<file path="src/core/cccc_consts.svh">
// Command codes, field positions and reset values for the channel config block
`ifndef CCCC_CONSTS_SVH
`define CCCC_CONSTS_SVH

`define CCCC_CMD_DEACT    8'h00
`define CCCC_CMD_SOFT_RST 8'h02
`define CCCC_CMD_ACT      8'h0E
`define CCCC_CMD_WR_SLOT  8'h44
`define CCCC_CMD_RD_SLOT  8'h45
`define CCCC_CMD_WR_DELAY 8'h50
`define CCCC_CMD_RD_DELAY 8'h51
`define CCCC_CMD_WR_IOOUT 8'h52
`define CCCC_CMD_RD_PINS  8'h53
`define CCCC_CMD_WR_IODIR 8'h54
`define CCCC_CMD_RD_STAT  8'h55
`define CCCC_CMD_WR_OPFN  8'h60
`define CCCC_CMD_RD_OPFN  8'h61

`define CCCC_BIT_EDGE     6
`define CCCC_BIT_DELAY    7
`define CCCC_BIT_TXGAIN   6
`define CCCC_BIT_RXLOSS   5
`define CCCC_BIT_ADAPT    7
`define CCCC_BIT_BFILT    0

`define CCCC_SCALE_CUTOFF 5'h00
`define CCCC_SCALE_LOOP   5'h10
`define CCCC_SCALE_RST    5'h00
`define CCCC_OPFN_RST     8'h00
`define CCCC_OE_N_RST     5'h1F
`define CCCC_SYNC_W       11

`endif

</file>
<file path="src/core/cccc_pkg.sv">
// Types for the channel config block
package cccc_pkg;

  typedef enum logic {CCCC_IDLE, CCCC_DATA} cccc_fsm_t;

  typedef struct packed {
    cccc_fsm_t fsm;
    logic [7:0] cmd;
    logic chan;
    logic tx_edge;
    logic [1:0][2:0] tx_slot;
    logic [1:0][2:0] rx_slot;
    logic [1:0] dly_rm;
    logic [1:0] tx_gain;
    logic [1:0] rx_loss;
    logic [1:0][4:0] scale;
    logic [1:0] scale_loop;
    logic [1:0] scale_cut;
    logic [1:0][4:0] io_latch;
    logic [1:0][4:0] io_oe_n;
    logic [1:0] pwr_flag;
    logic [1:0] active;
    logic [1:0][7:0] opfn;
    logic [1:0] adapt_act;
    logic rd_valid;
    logic [7:0] rd_byte;
  } cccc_state_t;

endpackage

</file>
<file path="src/core/cccc_sync.sv">
// Two-flop synchroniser for pin inputs
`timescale 1ns/100ps
module cccc_sync #(
  parameter int W = 11
) (
  input wire logic clk,
  input wire logic reset_n,
  input wire logic [W-1:0] d,
  output logic [W-1:0] q
);
  logic [W-1:0] meta;

  always_ff @(posedge clk or negedge reset_n)
  begin
    if (!reset_n)
    begin
      meta <= '0;
      q <= '0;
    end
    else
    begin
      meta <= d;
      q <= meta;
    end
  end
endmodule // cccc_sync

</file>
<file path="src/core/cccc_top.sv">
// Command interpreter holding per-channel codec configuration and status
`timescale 1ns/100ps
`include "cccc_consts.svh"
module cccc_top (
  input wire logic clk,
  input wire logic reset_n,
  input wire logic in_valid,
  input wire logic [7:0] in_byte,
  input wire logic in_chan,
  input wire logic power_fail,
  input wire logic [9:0] line_io_in,
  output logic rd_valid,
  output logic [7:0] rd_byte,
  output logic [9:0] line_io_out,
  output logic [9:0] line_io_oe_n,
  output logic tx_edge_select,
  output logic [5:0] tx_clock_slot,
  output logic [5:0] rx_clock_slot,
  output logic [1:0] pcm_delay_remove,
  output logic [1:0] tx_gain_step,
  output logic [1:0] rx_loss_step,
  output logic [9:0] impedance_scaling_gain,
  output logic [1:0] scaling_loopback,
  output logic [1:0] scaling_cutoff,
  output logic [1:0] adaptive_balance_select,
  output logic [1:0] mu_law_select,
  output logic [1:0] rx_gain_filter_en,
  output logic [1:0] tx_gain_filter_en,
  output logic [1:0] x_filter_en,
  output logic [1:0] r_filter_en,
  output logic [1:0] z_filter_en,
  output logic [1:0] balance_filter_en,
  output logic [1:0] adaptive_balance_active,
  output logic [1:0] channel_active_flag,
  output logic [1:0] power_loss_flag
);
  import cccc_pkg::*;

  cccc_pkg::cccc_state_t cur;
  cccc_pkg::cccc_state_t next_cur;
  logic [`CCCC_SYNC_W-1:0] sync_q;
  logic [1:0][4:0] pins_s;
  logic pwr_s;

  //////////////////////////////////////////////////////////////////////////
  // Pin inputs

  cccc_sync #(.W(`CCCC_SYNC_W)) u_sync (
    .clk(clk),
    .reset_n(reset_n),
    .d({power_fail, line_io_in}),
    .q(sync_q)
  );

  assign pins_s = sync_q[9:0];
  assign pwr_s = sync_q[10];

  //////////////////////////////////////////////////////////////////////////
  // Read answer assembly; reserved bits return 0

  function automatic logic [7:0] rd_mux(
    input logic [7:0] code,
    input logic ch,
    input cccc_state_t s,
    input logic [1:0][4:0] pins
  );
    logic [7:0] r;
    r = 8'h00;
    case (code)
      `CCCC_CMD_RD_SLOT:
        r = {1'b0, s.tx_edge, s.rx_slot[ch], s.tx_slot[ch]};
      `CCCC_CMD_RD_DELAY:
        r = {s.dly_rm[ch], s.tx_gain[ch], s.rx_loss[ch],
             s.scale[ch]};
      `CCCC_CMD_RD_PINS:
        r = {3'b000, pins[ch]};
      `CCCC_CMD_RD_STAT:
        r = {s.pwr_flag[ch], s.active[ch], 1'b0, ~s.io_oe_n[ch]};
      `CCCC_CMD_RD_OPFN:
        r = s.opfn[ch];
      default:
        r = 8'h00;
    endcase
    return r;
  endfunction

  //////////////////////////////////////////////////////////////////////////
  // Command decode

  always_comb
  begin
    next_cur = cur;
    next_cur.rd_valid = 1'b0;
    if (in_valid)
    begin
      case (cur.fsm)
        CCCC_IDLE:
        begin
          next_cur.cmd = in_byte;
          next_cur.chan = in_chan;
          case (in_byte)
            `CCCC_CMD_WR_SLOT, `CCCC_CMD_WR_DELAY, `CCCC_CMD_WR_IOOUT,
            `CCCC_CMD_WR_IODIR, `CCCC_CMD_WR_OPFN:
              next_cur.fsm = CCCC_DATA;
            `CCCC_CMD_RD_SLOT, `CCCC_CMD_RD_DELAY, `CCCC_CMD_RD_PINS,
            `CCCC_CMD_RD_STAT, `CCCC_CMD_RD_OPFN:
            begin
              next_cur.rd_valid = 1'b1;
              next_cur.rd_byte = rd_mux(in_byte, in_chan, cur, pins_s);
            end
            `CCCC_CMD_DEACT:
              next_cur.active[in_chan] = 1'b0;
            `CCCC_CMD_ACT:
              next_cur.active[in_chan] = 1'b1;
            `CCCC_CMD_SOFT_RST:
            begin
              // Slots, delay and output latch survive a software reset
              next_cur.active[in_chan] = 1'b0;
              next_cur.tx_gain[in_chan] = 1'b0;
              next_cur.rx_loss[in_chan] = 1'b0;
              next_cur.scale[in_chan] = `CCCC_SCALE_RST;
              next_cur.opfn[in_chan] = `CCCC_OPFN_RST;
              next_cur.io_oe_n[in_chan] = `CCCC_OE_N_RST;
              next_cur.pwr_flag[in_chan] = 1'b0;
            end
            default:
              next_cur.fsm = CCCC_IDLE;
          endcase
        end
        CCCC_DATA:
        begin
          next_cur.fsm = CCCC_IDLE;
          case (cur.cmd)
            `CCCC_CMD_WR_SLOT:
            begin
              // Bit 7 is reserved and not stored
              next_cur.tx_edge = in_byte[`CCCC_BIT_EDGE];
              next_cur.rx_slot[cur.chan] = in_byte[5:3];
              next_cur.tx_slot[cur.chan] = in_byte[2:0];
            end
            `CCCC_CMD_WR_DELAY:
            begin
              next_cur.dly_rm[cur.chan] =
                in_byte[`CCCC_BIT_DELAY];
              next_cur.tx_gain[cur.chan] = in_byte[`CCCC_BIT_TXGAIN];
              next_cur.rx_loss[cur.chan] = in_byte[`CCCC_BIT_RXLOSS];
              next_cur.scale[cur.chan] = in_byte[4:0];
            end
            `CCCC_CMD_WR_IOOUT:
              next_cur.io_latch[cur.chan] = in_byte[4:0];
            `CCCC_CMD_WR_IODIR:
              next_cur.io_oe_n[cur.chan] = ~in_byte[4:0];
            `CCCC_CMD_WR_OPFN:
              next_cur.opfn[cur.chan] = in_byte;
            default:
              next_cur.fsm = CCCC_IDLE;
          endcase
        end
        default:
          next_cur.fsm = CCCC_IDLE;
      endcase
    end
    // Power loss set wins over a same-cycle software reset clear
    if (pwr_s)
      next_cur.pwr_flag = 2'b11;
    for (int c = 0; c < 2; c++)
    begin
      next_cur.adapt_act[c] = next_cur.opfn[c][`CCCC_BIT_ADAPT]
        & next_cur.opfn[c][`CCCC_BIT_BFILT];
      next_cur.scale_loop[c] = next_cur.scale[c] == `CCCC_SCALE_LOOP;
      next_cur.scale_cut[c] = next_cur.scale[c] == `CCCC_SCALE_CUTOFF;
    end
  end

  always_ff @(posedge clk or negedge reset_n)
  begin
    if (!reset_n)
    begin
      cur <= '0;
      cur.io_oe_n <= {`CCCC_OE_N_RST, `CCCC_OE_N_RST};
      cur.scale_cut <= 2'b11;
    end
    else
      cur <= next_cur;
  end

  //////////////////////////////////////////////////////////////////////////
  // Outputs, all straight from the state register

  assign rd_valid = cur.rd_valid;
  assign rd_byte = cur.rd_byte;
  assign line_io_out = cur.io_latch;
  assign line_io_oe_n = cur.io_oe_n;
  assign tx_edge_select = cur.tx_edge;
  assign tx_clock_slot = cur.tx_slot;
  assign rx_clock_slot = cur.rx_slot;
  assign pcm_delay_remove = cur.dly_rm;
  assign tx_gain_step = cur.tx_gain;
  assign rx_loss_step = cur.rx_loss;
  assign impedance_scaling_gain = cur.scale;
  assign scaling_loopback = cur.scale_loop;
  assign scaling_cutoff = cur.scale_cut;
  assign adaptive_balance_select = {cur.opfn[1][7], cur.opfn[0][7]};
  assign mu_law_select = {cur.opfn[1][6], cur.opfn[0][6]};
  assign rx_gain_filter_en = {cur.opfn[1][5], cur.opfn[0][5]};
  assign tx_gain_filter_en = {cur.opfn[1][4], cur.opfn[0][4]};
  assign x_filter_en = {cur.opfn[1][3], cur.opfn[0][3]};
  assign r_filter_en = {cur.opfn[1][2], cur.opfn[0][2]};
  assign z_filter_en = {cur.opfn[1][1], cur.opfn[0][1]};
  assign balance_filter_en = {cur.opfn[1][0], cur.opfn[0][0]};
  assign adaptive_balance_active = cur.adapt_act;
  assign channel_active_flag = cur.active;
  assign power_loss_flag = cur.pwr_flag;
endmodule // cccc_top

</file>
<file path="config.mk">
export PLATFORM = sky130hd
export DESIGN_NAME = cccc_top
export DESIGN_NICKNAME = d
export VERILOG_FILES = /design/src/core/cccc_pkg.sv /design/src/core/cccc_sync.sv /design/src/core/cccc_top.sv
export VERILOG_INCLUDE_DIRS = /design/src /design/src/core
export SDC_FILE = /design/constraint.sdc
export NUM_CORES = 1
export LEC_CHECK = 0
export BUFFER_PORTS_ARGS = -buffer_cell sky130_fd_sc_hd__buf_4
export CAP_MARGIN = 5
export CORE_ASPECT_RATIO = 0.9
export CORE_MARGIN = 3
export CORE_UTILIZATION = 56
export CTS_CLUSTER_DIAMETER = 150
export DETAILED_ROUTE_END_ITERATION = 16
export PLACE_DENSITY = 0.8
export RECOVER_POWER = 100
export SYNTH_ARGS = -nofsm -noshare
export SYNTH_HDL_FRONTEND = slang
export SYNTH_SLANG_ARGS = --single-unit
</file>
<file path="constraint.sdc">
create_clock -name clk -period 2.4 [get_ports clk]
set_clock_uncertainty 0.2 [all_clocks]
set_input_delay 0.48 -clock clk [delete_from_list [all_inputs] [get_ports clk]]
set_output_delay 0.48 -clock clk [all_outputs]
set_load 0.02 [all_outputs]
</file>
==> results of run 1 <==
==> flip-flops by register name (all words and copies together), names as in the netlist, 6 cells and up, named ones only <==
signal	cells
rx_clock_slot	6
tx_clock_slot	6
rd_byte	8
u_sync.meta	11
cur	10
line_io_out	10
u_sync.q	11
impedance_scaling_gain	10
line_io_oe_n	10
==> worst reg2reg max path, delay by kind of cell (launching register included) <==
family | cells | cell delay (ns)
AND/OR/NAND/NOR | 2 | 0.90
multiplexers | 1 | 0.44
flip-flops | 1 | 0.39
buffers and inverters | 1 | 0.20
==> cell usage in the layout (no fill, tap or decap), types with 11 or more instances in the layout <==
cell type      synthesis  layout
nor2_1                29      29
clkbuf_1              24      85
nand3_1               20      20
a21oi_1               11      11
buf_4                 84      45
clkbuf_4               0      13
inv_1                 11      11
a22o_1                23      23
dfrtp_1              104     104
dlygate4sd3_1          0      12
o21ai_0               23      23
mux2i_1               23      23
o22ai_1               11      11
nand2_1               45      45
mux2_2                25      25
clkbuf_16              0      17
==> cell families after synthesis <==
family | share of synthesized area
AO/OA/AOI/OAI | 0.132
buffers and inverters | 0.138
flip-flops | 0.512
multiplexers | 0.0898
AND/OR/NAND/NOR | 0.129
==> layout make-up <==
type,count,share of cell area
timing repair buffer,160,0.137
clock buffer,18,0.0663
sequential,116,0.440
clock inverter,14,0.0266
multi-input combinational,297,0.300
inverter,11,0.00623
tap,126,0.0238
==> how the worst max path moves through the flow <==
stage                     depth (start not counted)                to        from
after CTS                                         4  rx_clock_slot[4]     cur[88]
after floorplan                                   7  mu_law_select[1]  in_byte[6]
after global placement                            7  mu_law_select[1]  in_byte[5]
final                                             9        rd_byte[0]  in_byte[5]
after global routing                              4  tx_clock_slot[5]     cur[88]
after detailed placement                          7   line_io_oe_n[8]  in_byte[5]
==> where the power goes <==
group          total [uW]  switching (uW)  internal, uW
combinational         407             260           146
sequential           2090            50.7          2040
clock                2610             936          1670
==> repair_timing <==
item | 4_1_cts | 5_1_grt
endpoints found under the hold margin | 88 | 0
hold buffers | 12 | 0
gates resized for setup | 0 | 0
==> synth_stat cells, types with 6 or more instances <==
master    number  area (um2)
a21oi_1       11        55.1
dfrtp_1      104        2600
nand2_1       45         169
nand3_1       20         100
a22o_1        23         201
buf_4         84         631
clkbuf_1      24        90.1
nor3_1         8        40.0
mux2_2        25         282
nor2_1        29         109
dfstp_2       12         315
mux2i_1       23         230
nor2b_1        7        43.8
o21ai_0       23         115
o22ai_1       11        68.8
nand4_1        6        37.5
a31oi_1        8        50.1
inv_1         11        41.3
==> per-layer routing <==
| metal | GRT usage | vias to the layer above | part of all wire |
|---|---|---|---|
| met5 | 0 | - | 0 |
| met4 | 0.0878 | 0 | 0.020 |
| met3 | 0.0699 | 20 | 0.097 |
| met2 | 0.428 | 256 | 0.46 |
| met1 | 0.397 | 2165 | 0.43 |
| li1 | - | 1955 | - |
==> stage by stage <==
stage / TNS (ns) / std cells / hold WS, ns / utilization
4_1_cts: 0 / 742 / 0.105 / 0.714
2_1_floorplan: 0 / 536 / -0.0156 / -
5_1_grt: 0 / 742 / 0.130 / 0.677
3_3_place_gp: -0.0772 / 698 / 0.133 / 0.639
6_report: 0 / 742 / 0.109 / 0.677
3_5_place_dp: -0.726 / 698 / 0.135 / 0.639
==> results.json, run 1 <==
{
  "max-cap-violations": 0,
  "async_reset_ff_frac": 1.00,
  "tightest_slew_ns": 1.02,
  "hpwlAfterDp_um": 10600,
  "dpl_cell_area_mm2": 0.00625,
  "cts_buffers": 17,
  "firstDrtPassIters": 5,
  "synth.avg_cell_area_um2": 10.6,
  "syn_to_final_growth_pct": 16.2,
  "r2r_end": "rx_clock_slot[4]",
  "fmax_mhz": 440,
  "setup_violations": 0,
  "period_minus_slack_ns": 2.27,
  "r2r-start": "cur[88]",
  "die_w_um": 112,
  "ys_seq_area_frac": 0.512,
  "slew_headroom": 0.323,
  "required_ns": 2.53,
  "cpPeakStageDelay_ns": 0.41,
  "start_util": 0.583,
  "crit_family": "buffers and inverters",
  "grt_usage": 0.279,
  "io_pins": 107,
  "cp_cell_sequence": "clkbuf_1 > buf_4 > nor3b_1 > o2111ai_1 > a21o_1 > inv_1 > clkbuf_1 > nor2_1 > a31oi_1",
  "final_layout_size_suffix_gt1_frac": 0.216,
  "critPathBufInv": 4,
  "syn_inst": 536,
  "rsz0062_at_grt": "false",
  "drt_iter0_markers": 416,
  "critPathArrivalTime_ns": 2.40,
  "p_per_area_mw_per_mm2": 770,
  "grt_overflow": 0,
  "nNetsFinal": 626,
  "setup_slack_ns": 0.129,
  "ir_drop_uv": 493,
  "cts-root-buf": "clkbuf_16",
  "ys_ff_latch": 116,
  "slowest_stage": "nor3b_1",
  "finalHoldViolCount": 0,
  "preCtsSetupSlack_ns": -0.0821,
  "routedWlPerCell_um": 20.7,
  "clock_latency_ns": 0.41,
  "whs_endpoint": "cur[92]",
  "grt_first_pass_wirelength_um": 24300,
  "total_power_uw": 5100,
  "htree_levels": 4,
  "num-fill-cells": 811,
  "hold-path-cell-count": 3,
  "start_kind": "input pin",
  "multiInputGateArea_mm2": 0.00199,
  "portBuffers": 106,
  "die_area_mm2": 0.0114,
  "hp-start": "in_byte[7]",
  "clock_path_buffers": 2,
  "antennaDiodeCount": 0,
  "drc": 0,
  "place.gp.congestion": 0.927,
  "die_h_um": 102,
  "leakagePower_uw": 0.00298,
  "cp_common_cell": "clkbuf_1",
  "routed_via_density": 5.92,
  "cts_tree": "yes",
  "synth-edff-count": 0,
  "vias": 4396,
  "post-cts-setup-buffer-count": 0,
  "hp-class": "input pin to flop",
  "grt_max_degree": 117,
  "crit_path_max_fanout": 11,
  "grt_pass1_vias": 4335,
  "status": "complete, no violations",
  "core.rowCount": 34,
  "reg2reg_slack_ns": 0.14,
  "final_max_slew_viol_count": 0,
  "path_class": "input pin to flop",
  "coreArea_mm2": 0.00978,
  "antenna_left": 0,
  "design_area_mm2": 0.00663,
  "yosys.cell_types.count": 53,
  "cp-end-kind": "flop",
  "synth_area_mm2": 0.00570,
  "ff_latch_area_mm2": 0.00292,
  "synthFlopType": "dfrtp_1",
  "antenna_found_initial": 0,
  "ys_warn_count": 0,
  "clock_sinks": 116,
  "mappedNetlistNets": 559,
  "fin_crit_sh": 0.946,
  "r2r_cells": 4,
  "wl_um": 15400,
  "path_clk_slew_ns": 0.06
}
No activity file was read; power rests on OpenSTA's default activity.
==> run 2, diff against run 1 <==
--- a/config.mk
+++ b/config.mk
@@ -11,10 +11,11 @@
 export CORE_ASPECT_RATIO = 0.9
 export CORE_MARGIN = 3
 export CORE_UTILIZATION = 56
-export CTS_CLUSTER_DIAMETER = 150
+export CTS_CLUSTER_DIAMETER = 50
 export DETAILED_ROUTE_END_ITERATION = 16
 export PLACE_DENSITY = 0.8
 export RECOVER_POWER = 100
 export SYNTH_ARGS = -nofsm -noshare
 export SYNTH_HDL_FRONTEND = slang
+export SYNTH_HIERARCHICAL = 1
 export SYNTH_SLANG_ARGS = --single-unit
==> run 2 against run 1 <==
Core utilization is 0.56 points higher; final area grew 1.7%; global-route usage increased by 0.25 points; routed wire length is 2.4% higher; final cell count is 2.6% higher; critical path type is now flop to flop; sequential share of layout area decreased by 0.74 points; sequential cell count stayed put; area after synthesis is 1.5% higher; die area rose by 1.4%; largest cell class unchanged.
==> results.json, run 2 <==
{
  "status": "complete, no violations",
  "htree_levels": 4,
  "routedWlPerCell_um": 20.7,
  "ys_warn_count": 6,
  "antennaDiodeCount": 0,
  "critPathLaunch": "cur[88]",
  "die_h_um": 102,
  "fin_crit_sh": 0.932,
  "async_reset_ff_frac": 1.00,
  "cts_tree": "yes",
  "tns_ns": 0,
  "firstDrtPassIters": 6,
  "start_kind": "flop",
  "fmax_mhz": 447,
  "clock_latency_ns": 0.42,
  "num-fill-cells": 809,
  "internal-power_uw": 4100,
  "place.gp.congestion": 0.908,
  "max-cap-violations": 0,
  "path_class": "flop to flop",
  "layout_commonest_cell": "dfrtp_1",
  "nNetsFinal": 645,
  "required_ns": 2.50,
  "ys_seq_area_frac": 0.504,
  "yosys.cell_types.count": 57,
  "synth_common_cells": "104 x dfrtp_1, 83 x buf_4, 69 x nand2_1",
  "comb_power_share": 0.077,
  "final_max_slew_viol_count": 0,
  "synth_area_mm2": 0.00579,
  "routed_via_density": 5.90,
  "drc": 0,
  "synth.avg_cell_area_um2": 10.4,
  "reg2reg_slack_ns": 0.16,
  "slew_headroom": 0.464,
  "cp-end-kind": "flop",
  "setup_violations": 0,
  "worstSetupEndpoint": "rx_clock_slot[4]",
  "clockPowerShare": 0.534,
  "cts_buffers": 17,
  "grt_overflow": 0,
  "clock_path_buffers": 2,
  "r2r_end": "rx_clock_slot[4]",
  "largestRegisters": "u_sync/meta x11, u_sync/q x11",
  "post-cts-setup-buffer-count": 0,
  "grt_usage": 0.282,
  "grt_pass1_vias": 4620,
  "yosysTopAreaCell": "dfrtp_1",
  "die_area_mm2": 0.0116,
  "critPathArrivalTime_ns": 2.33,
  "start_util": 0.586,
  "die_w_um": 113,
  "fin_util": 0.683,
  "synth_top_area_frac": 0.450,
  "final_layout_size_suffix_gt1_frac": 0.206,
  "hpwlAfterDp_um": 10700,
  "r2r_cells": 5,
  "finalHoldViolCount": 0,
  "seqPwrFrac": 0.389,
  "path_clk_slew_ns": 0.06,
  "p_sw_uw": 1280,
  "p_per_area_mw_per_mm2": 798,
  "crit_path_max_fanout": 6,
  "r2r-start": "cur[88]",
  "io_pins": 107,
  "final_cell_mix": "104 x dfrtp_1, 82 x clkbuf_1, 69 x nand2_1",
  "clock_sinks": 116,
  "period_minus_slack_ns": 2.24,
  "antenna_left": 0,
  "antenna_found_initial": 0,
  "portBuffers": 106,
  "cts-root-buf": "clkbuf_16",
  "coreArea_mm2": 0.00987,
  "grt_max_degree": 44,
  "hp-class": "flop to flop",
  "multiInputGateArea_mm2": 0.00207,
  "synth_area_leaders": "dfrtp_1 45%, buf_4 11%, dfstp_2 5.4%, mux2i_1 4.7%, mux2_2 4.5%",
  "mappedNetlistNets": 582,
  "syn_to_final_growth_pct": 16.5,
  "syn_inst": 559,
  "tightest_slew_ns": 0.804,
  "synthFlopType": "dfrtp_1",
  "p_sw_frac": 0.238,
  "ff_latch_area_mm2": 0.00292,
  "drt_iter0_markers": 257,
  "wl_um": 15700,
  "vias": 4487,
  "core.rowCount": 34,
  "grt_first_pass_wirelength_um": 24800,
  "synth-edff-count": 0,
  "ir_drop_uv": 757,
  "rsz0062_at_grt": "false",
  "synth_most_common_cell": "dfrtp_1",
  "leakagePower_uw": 0.00315,
  "ys_ff_latch": 116
}
==> run 2: changes by cell type after synthesis, sizes merged, moves of 7 or more <==
cell / previous run / this run
a22o: 23 / 8
a21oi: 11 / 20
a31oi: 8 / 1
nand2: 45 / 69
==> run 2: logic make-up (layout without fill, tap and decap cells) <==
family                 after synthesis  count (layout)  share of synthesized area
and+or+nand+nor                    173             173                      0.152
AOI/OAI and AO/OA                   93              93                      0.103
DFF                                116             116                      0.504
buffers and inverters              121             197                      0.134
muxes                               56              56                      0.107
==> run 2: metal layers <==
| layer | track usage | up-vias | share of wire |
|---|---|---|---|
| met5 | 0 | - | 0 |
| met4 | 0.117 | 0 | 0.025 |
| met3 | 0.0669 | 38 | 0.073 |
| met2 | 0.456 | 228 | 0.48 |
| met1 | 0.369 | 2221 | 0.42 |
| li1 | - | 2000 | - |
==> run 2: final cells by class <==
| class | instances | area share |
|---|---|---|
| clock inverters | 13 | 0.0325 |
| multi-input cells | 322 | 0.307 |
| well taps | 126 | 0.0234 |
| clock buffers | 19 | 0.0672 |
| inverters | 8 | 0.00446 |
| repair buffers | 157 | 0.133 |
| flip-flops and latches | 116 | 0.433 |
==> run 2: how the worst min path moves through the flow <==
stage / startpoint / end / slack (ns) / cells after the start
global placement: u_sync/meta[0] / u_sync/q[0] / 0.13 / 0
finish: u_sync/meta[2] / u_sync/q[2] / 0.14 / 0
floorplan: reset_n / async pin / -0.02 / 0
CTS: u_sync/meta[2] / u_sync/q[2] / 0.15 / 0
global route: u_sync/meta[3] / u_sync/q[3] / 0.15 / 0
detailed placement: u_sync/meta[4] / u_sync/q[4] / 0.14 / 0
==> run 2: critical path, cell delays in order (launching register included) <==
cell and delay [ns]:
dfrtp_1 0.41, nor2b_1 0.20, nand3_2 0.11, or4_1 0.47, or2_1 0.36, mux2_1 0.36
==> run 2: metrics by stage <==
| step | power [uW] | cell area [um2] | std cells | setup WS, ns | hold WS [ns] |
|---|---|---|---|---|---|
| detailed placement | 2560 | 6300 | 717 | 0.0715 | 0.137 |
| global route | 5520 | 6740 | 761 | 0.0513 | 0.151 |
| global placement | 2540 | 6300 | 717 | 0.115 | 0.132 |
| CTS | 5430 | 7090 | 761 | 0.194 | 0.148 |
| finish | 5380 | 6740 | 761 | 0.162 | 0.144 |
| floorplan | 2380 | 5790 | 559 | 0.215 | -0.0156 |
==> run 2: timing repair <==
item / in CTS / in global routing
hold buffers: 12 / 0
endpoints found under the hold margin: 33 / 0
resized for setup: 0 / 0
==> run 2: power groups by stage <==
| stage | clock (uW) | sequential (uW) | combinational [uW] |
|---|---|---|---|
| detailed placement | 0 | 2120 | 431 |
| global placement | 0 | 2120 | 421 |
| global route | 2980 | 2100 | 447 |
| floorplan | 0 | 2110 | 271 |
| finish | 2870 | 2090 | 415 |
| CTS | 2890 | 2090 | 451 |
==> run 3, diff against run 2 <==
--- a/config.mk
+++ b/config.mk
@@ -6,6 +6,7 @@
 export SDC_FILE = /design/constraint.sdc
 export NUM_CORES = 1
 export LEC_CHECK = 0
+export ABC_AREA = 1
 export BUFFER_PORTS_ARGS = -buffer_cell sky130_fd_sc_hd__buf_4
 export CAP_MARGIN = 5
 export CORE_ASPECT_RATIO = 0.9
==> run 3 against run 2 <==
Sequential cell count unchanged; via count up 17%; die area is 4.1% higher; final area increased by 0.74%; hold slack got worse by 0.0048 ns; clock power fell by 8.7%; routed wire length grew 12%; maximum frequency rose by 1.6%; first-iteration DRC count grew to 2.8 times the previous value; final cell count grew 24%.
==> results.json, run 3 <==
{
  "cts_buffers": 17,
  "path_class": "input pin to flop",
  "clock_sinks": 116,
  "antenna_found_initial": 0,
  "fin_util": 0.654,
  "coreArea_mm2": 0.0104,
  "synth_area_mm2": 0.00604,
  "reg2reg_slack_ns": 0.24,
  "hpwlAfterDp_um": 12700,
  "final_cells": 944,
  "async_reset_ff_frac": 1.00,
  "largestRegisters": "u_sync/meta x11, u_sync/q x11",
  "hold-path-cell-count": 0,
  "synthFlopType": "dfrtp_1",
  "start_util": 0.582,
  "syn_to_final_growth_pct": 12.5,
  "synth_area_leaders": "dfrtp_1 43%, nand2_1 14%, buf_4 10%, o21ai_0 6.3%, dfstp_2 5.2%",
  "layout_commonest_cell": "nand2_1",
  "synth_common_cells": "231 x nand2_1, 104 x dfrtp_1, 84 x buf_4",
  "wl_um": 17600,
  "core.rowCount": 35,
  "synth-edff-count": 0,
  "hp-class": "flop to flop",
  "drt-met1-wl_um": 7380,
  "synth.avg_cell_area_um2": 8.05,
  "p_per_area_mw_per_mm2": 757,
  "routedWlPerCell_um": 18.6,
  "setup_slack_ns": 0.197,
  "fin_crit_sh": 0.918,
  "slew_headroom": 0.273,
  "whs_endpoint": "u_sync/q[9]",
  "tightest_slew_ns": 1.09,
  "crit_path_max_fanout": 12,
  "wl_met3_um": 1550,
  "critPathLaunch": "in_byte[7]",
  "cts_tree": "yes",
  "place.gp.congestion": 0.972,
  "syn_inst": 750,
  "multiInputGateArea_mm2": 0.00211,
  "max-cap-violations": 0,
  "drc": 0,
  "synth_top_area_frac": 0.431,
  "grt_usage": 0.298,
  "die_w_um": 115,
  "synth_most_common_cell": "nand2_1",
  "grt_overflow": 0,
  "ir_drop_uv": 611,
  "final_cell_mix": "234 x nand2_1, 104 x dfrtp_1, 89 x clkbuf_1",
  "cts-root-buf": "clkbuf_16",
  "grt_pass1_vias": 4984,
  "htree_levels": 4,
  "critPathArrivalTime_ns": 2.34,
  "ys_seq_area_frac": 0.483,
  "ys_warn_count": 6,
  "preCtsSetupSlack_ns": 0.187,
  "numPlacedInstances": 900,
  "finalHoldViolCount": 0,
  "clock_path_buffers": 2,
  "wl_met2_um": 8340,
  "leakagePower_uw": 0.00328,
  "cp-end-kind": "flop",
  "r2r_end": "scaling_loopback[0]",
  "seqPwrFrac": 0.406,
  "tns_ns": 0,
  "r2r_cells": 11,
  "ff_latch_area_mm2": 0.00292,
  "die_h_um": 105,
  "yosysTopAreaCell": "dfrtp_1",
  "internal-power_uw": 3900,
  "start_kind": "input pin",
  "required_ns": 2.54,
  "antennaDiodeCount": 0,
  "drt_iter0_markers": 723,
  "hp-start": "u_sync/meta[9]",
  "post-cts-setup-buffer-count": 0,
  "vias": 5266,
  "clockPowerShare": 0.509,
  "period_minus_slack_ns": 2.20,
  "final_max_slew_viol_count": 0,
  "path_clk_slew_ns": 0.06,
  "dpl_cell_area_mm2": 0.00643,
  "clock_latency_ns": 0.41,
  "yosys.cell_types.count": 37,
  "fmax_mhz": 454,
  "status": "complete, no violations",
  "io_pins": 107,
  "comb_power_share": 0.085,
  "p_sw_frac": 0.241,
  "grt_first_pass_wirelength_um": 27200,
  "setup_violations": 0,
  "p_sw_uw": 1240,
  "firstDrtPassIters": 6,
  "r2r-start": "cur[89]",
  "num-fill-cells": 938,
  "antenna_left": 0,
  "design_area_mm2": 0.00679,
  "mappedNetlistNets": 773,
  "final_layout_size_suffix_gt1_frac": 0.131,
  "routed_via_density": 5.58,
  "portBuffers": 106,
  "rsz0062_at_grt": "false",
  "nNetsFinal": 825,
  "ys_ff_latch": 116,
  "grt_max_degree": 51,
  "highest_layer": "met4",
  "die_area_mm2": 0.0121
}
-- run 3: repair_timing --
action,in CTS,in global routing
hold buffers,12,0
hold endpoints to repair,26,0
gates resized for setup,0,0
-- run 3: final cells by class --
cell class	count	share of cell area
clock buffer	22	0.0654
clock inverter	10	0.0236
inverter	59	0.0332
multi-input combinational	469	0.311
sequential	116	0.430
tap	129	0.0238
timing repair buffer	139	0.113
-- run 3: worst max path at each step --
| stage | end | slack (ns) | depth (start not counted) |
|---|---|---|---|
| after global placement | rd_byte[4] | 0.19 | 10 |
| after floorplan | rd_byte[4] | 0.50 | 10 |
| after global routing | line_io_oe_n[7] | 0.04 | 10 |
| after detailed placement | rd_byte[4] | 0.19 | 10 |
| final | rd_byte[1] | 0.20 | 10 |
| after CTS | scaling_loopback[0] | 0.31 | 10 |
-- run 3: routing by layer --
| metal | GRT usage | up-vias |
|---|---|---|
| li1 | - | 2421 |
| met1 | 0.409 | 2545 |
| met2 | 0.469 | 270 |
| met3 | 0.0797 | 30 |
| met4 | 0.0771 | 0 |
| met5 | 0 | - |
-- run 3: power groups by stage --
stage | combinational, uW | sequential [uW] | clock, uW
CTS | 469 | 2080 | 2630
global route | 475 | 2090 | 2720
finish | 439 | 2080 | 2620
detailed placement | 451 | 2120 | 0
global placement | 443 | 2120 | 0
floorplan | 277 | 2100 | 0
-- run 3: cells by family after synthesis --
kind of cell | after synthesis | share of synthesized area
and+or+nand+nor | 357 | 0.255
buffers and inverters | 165 | 0.160
AOI/OAI and AO/OA | 112 | 0.102
DFF | 116 | 0.483
-- run 3: through the flow --
step / hold WS, ns / total power, uW
final: 0.140 / 5140
after floorplan: -0.0156 / 2380
after global placement: 0.133 / 2560
after CTS: 0.139 / 5180
after detailed placement: 0.135 / 2570
after global routing: 0.150 / 5290
-- run 3: critical path, stage by stage --
cell,delay (ns)
clkbuf_2,0.13
inv_1,0.19
nand2_1,0.15
nor3_1,0.48
nand2_1,0.27
nand3_1,0.18
nand2_2,0.16
inv_1,0.15
nand2_1,0.07
nand2_1,0.07
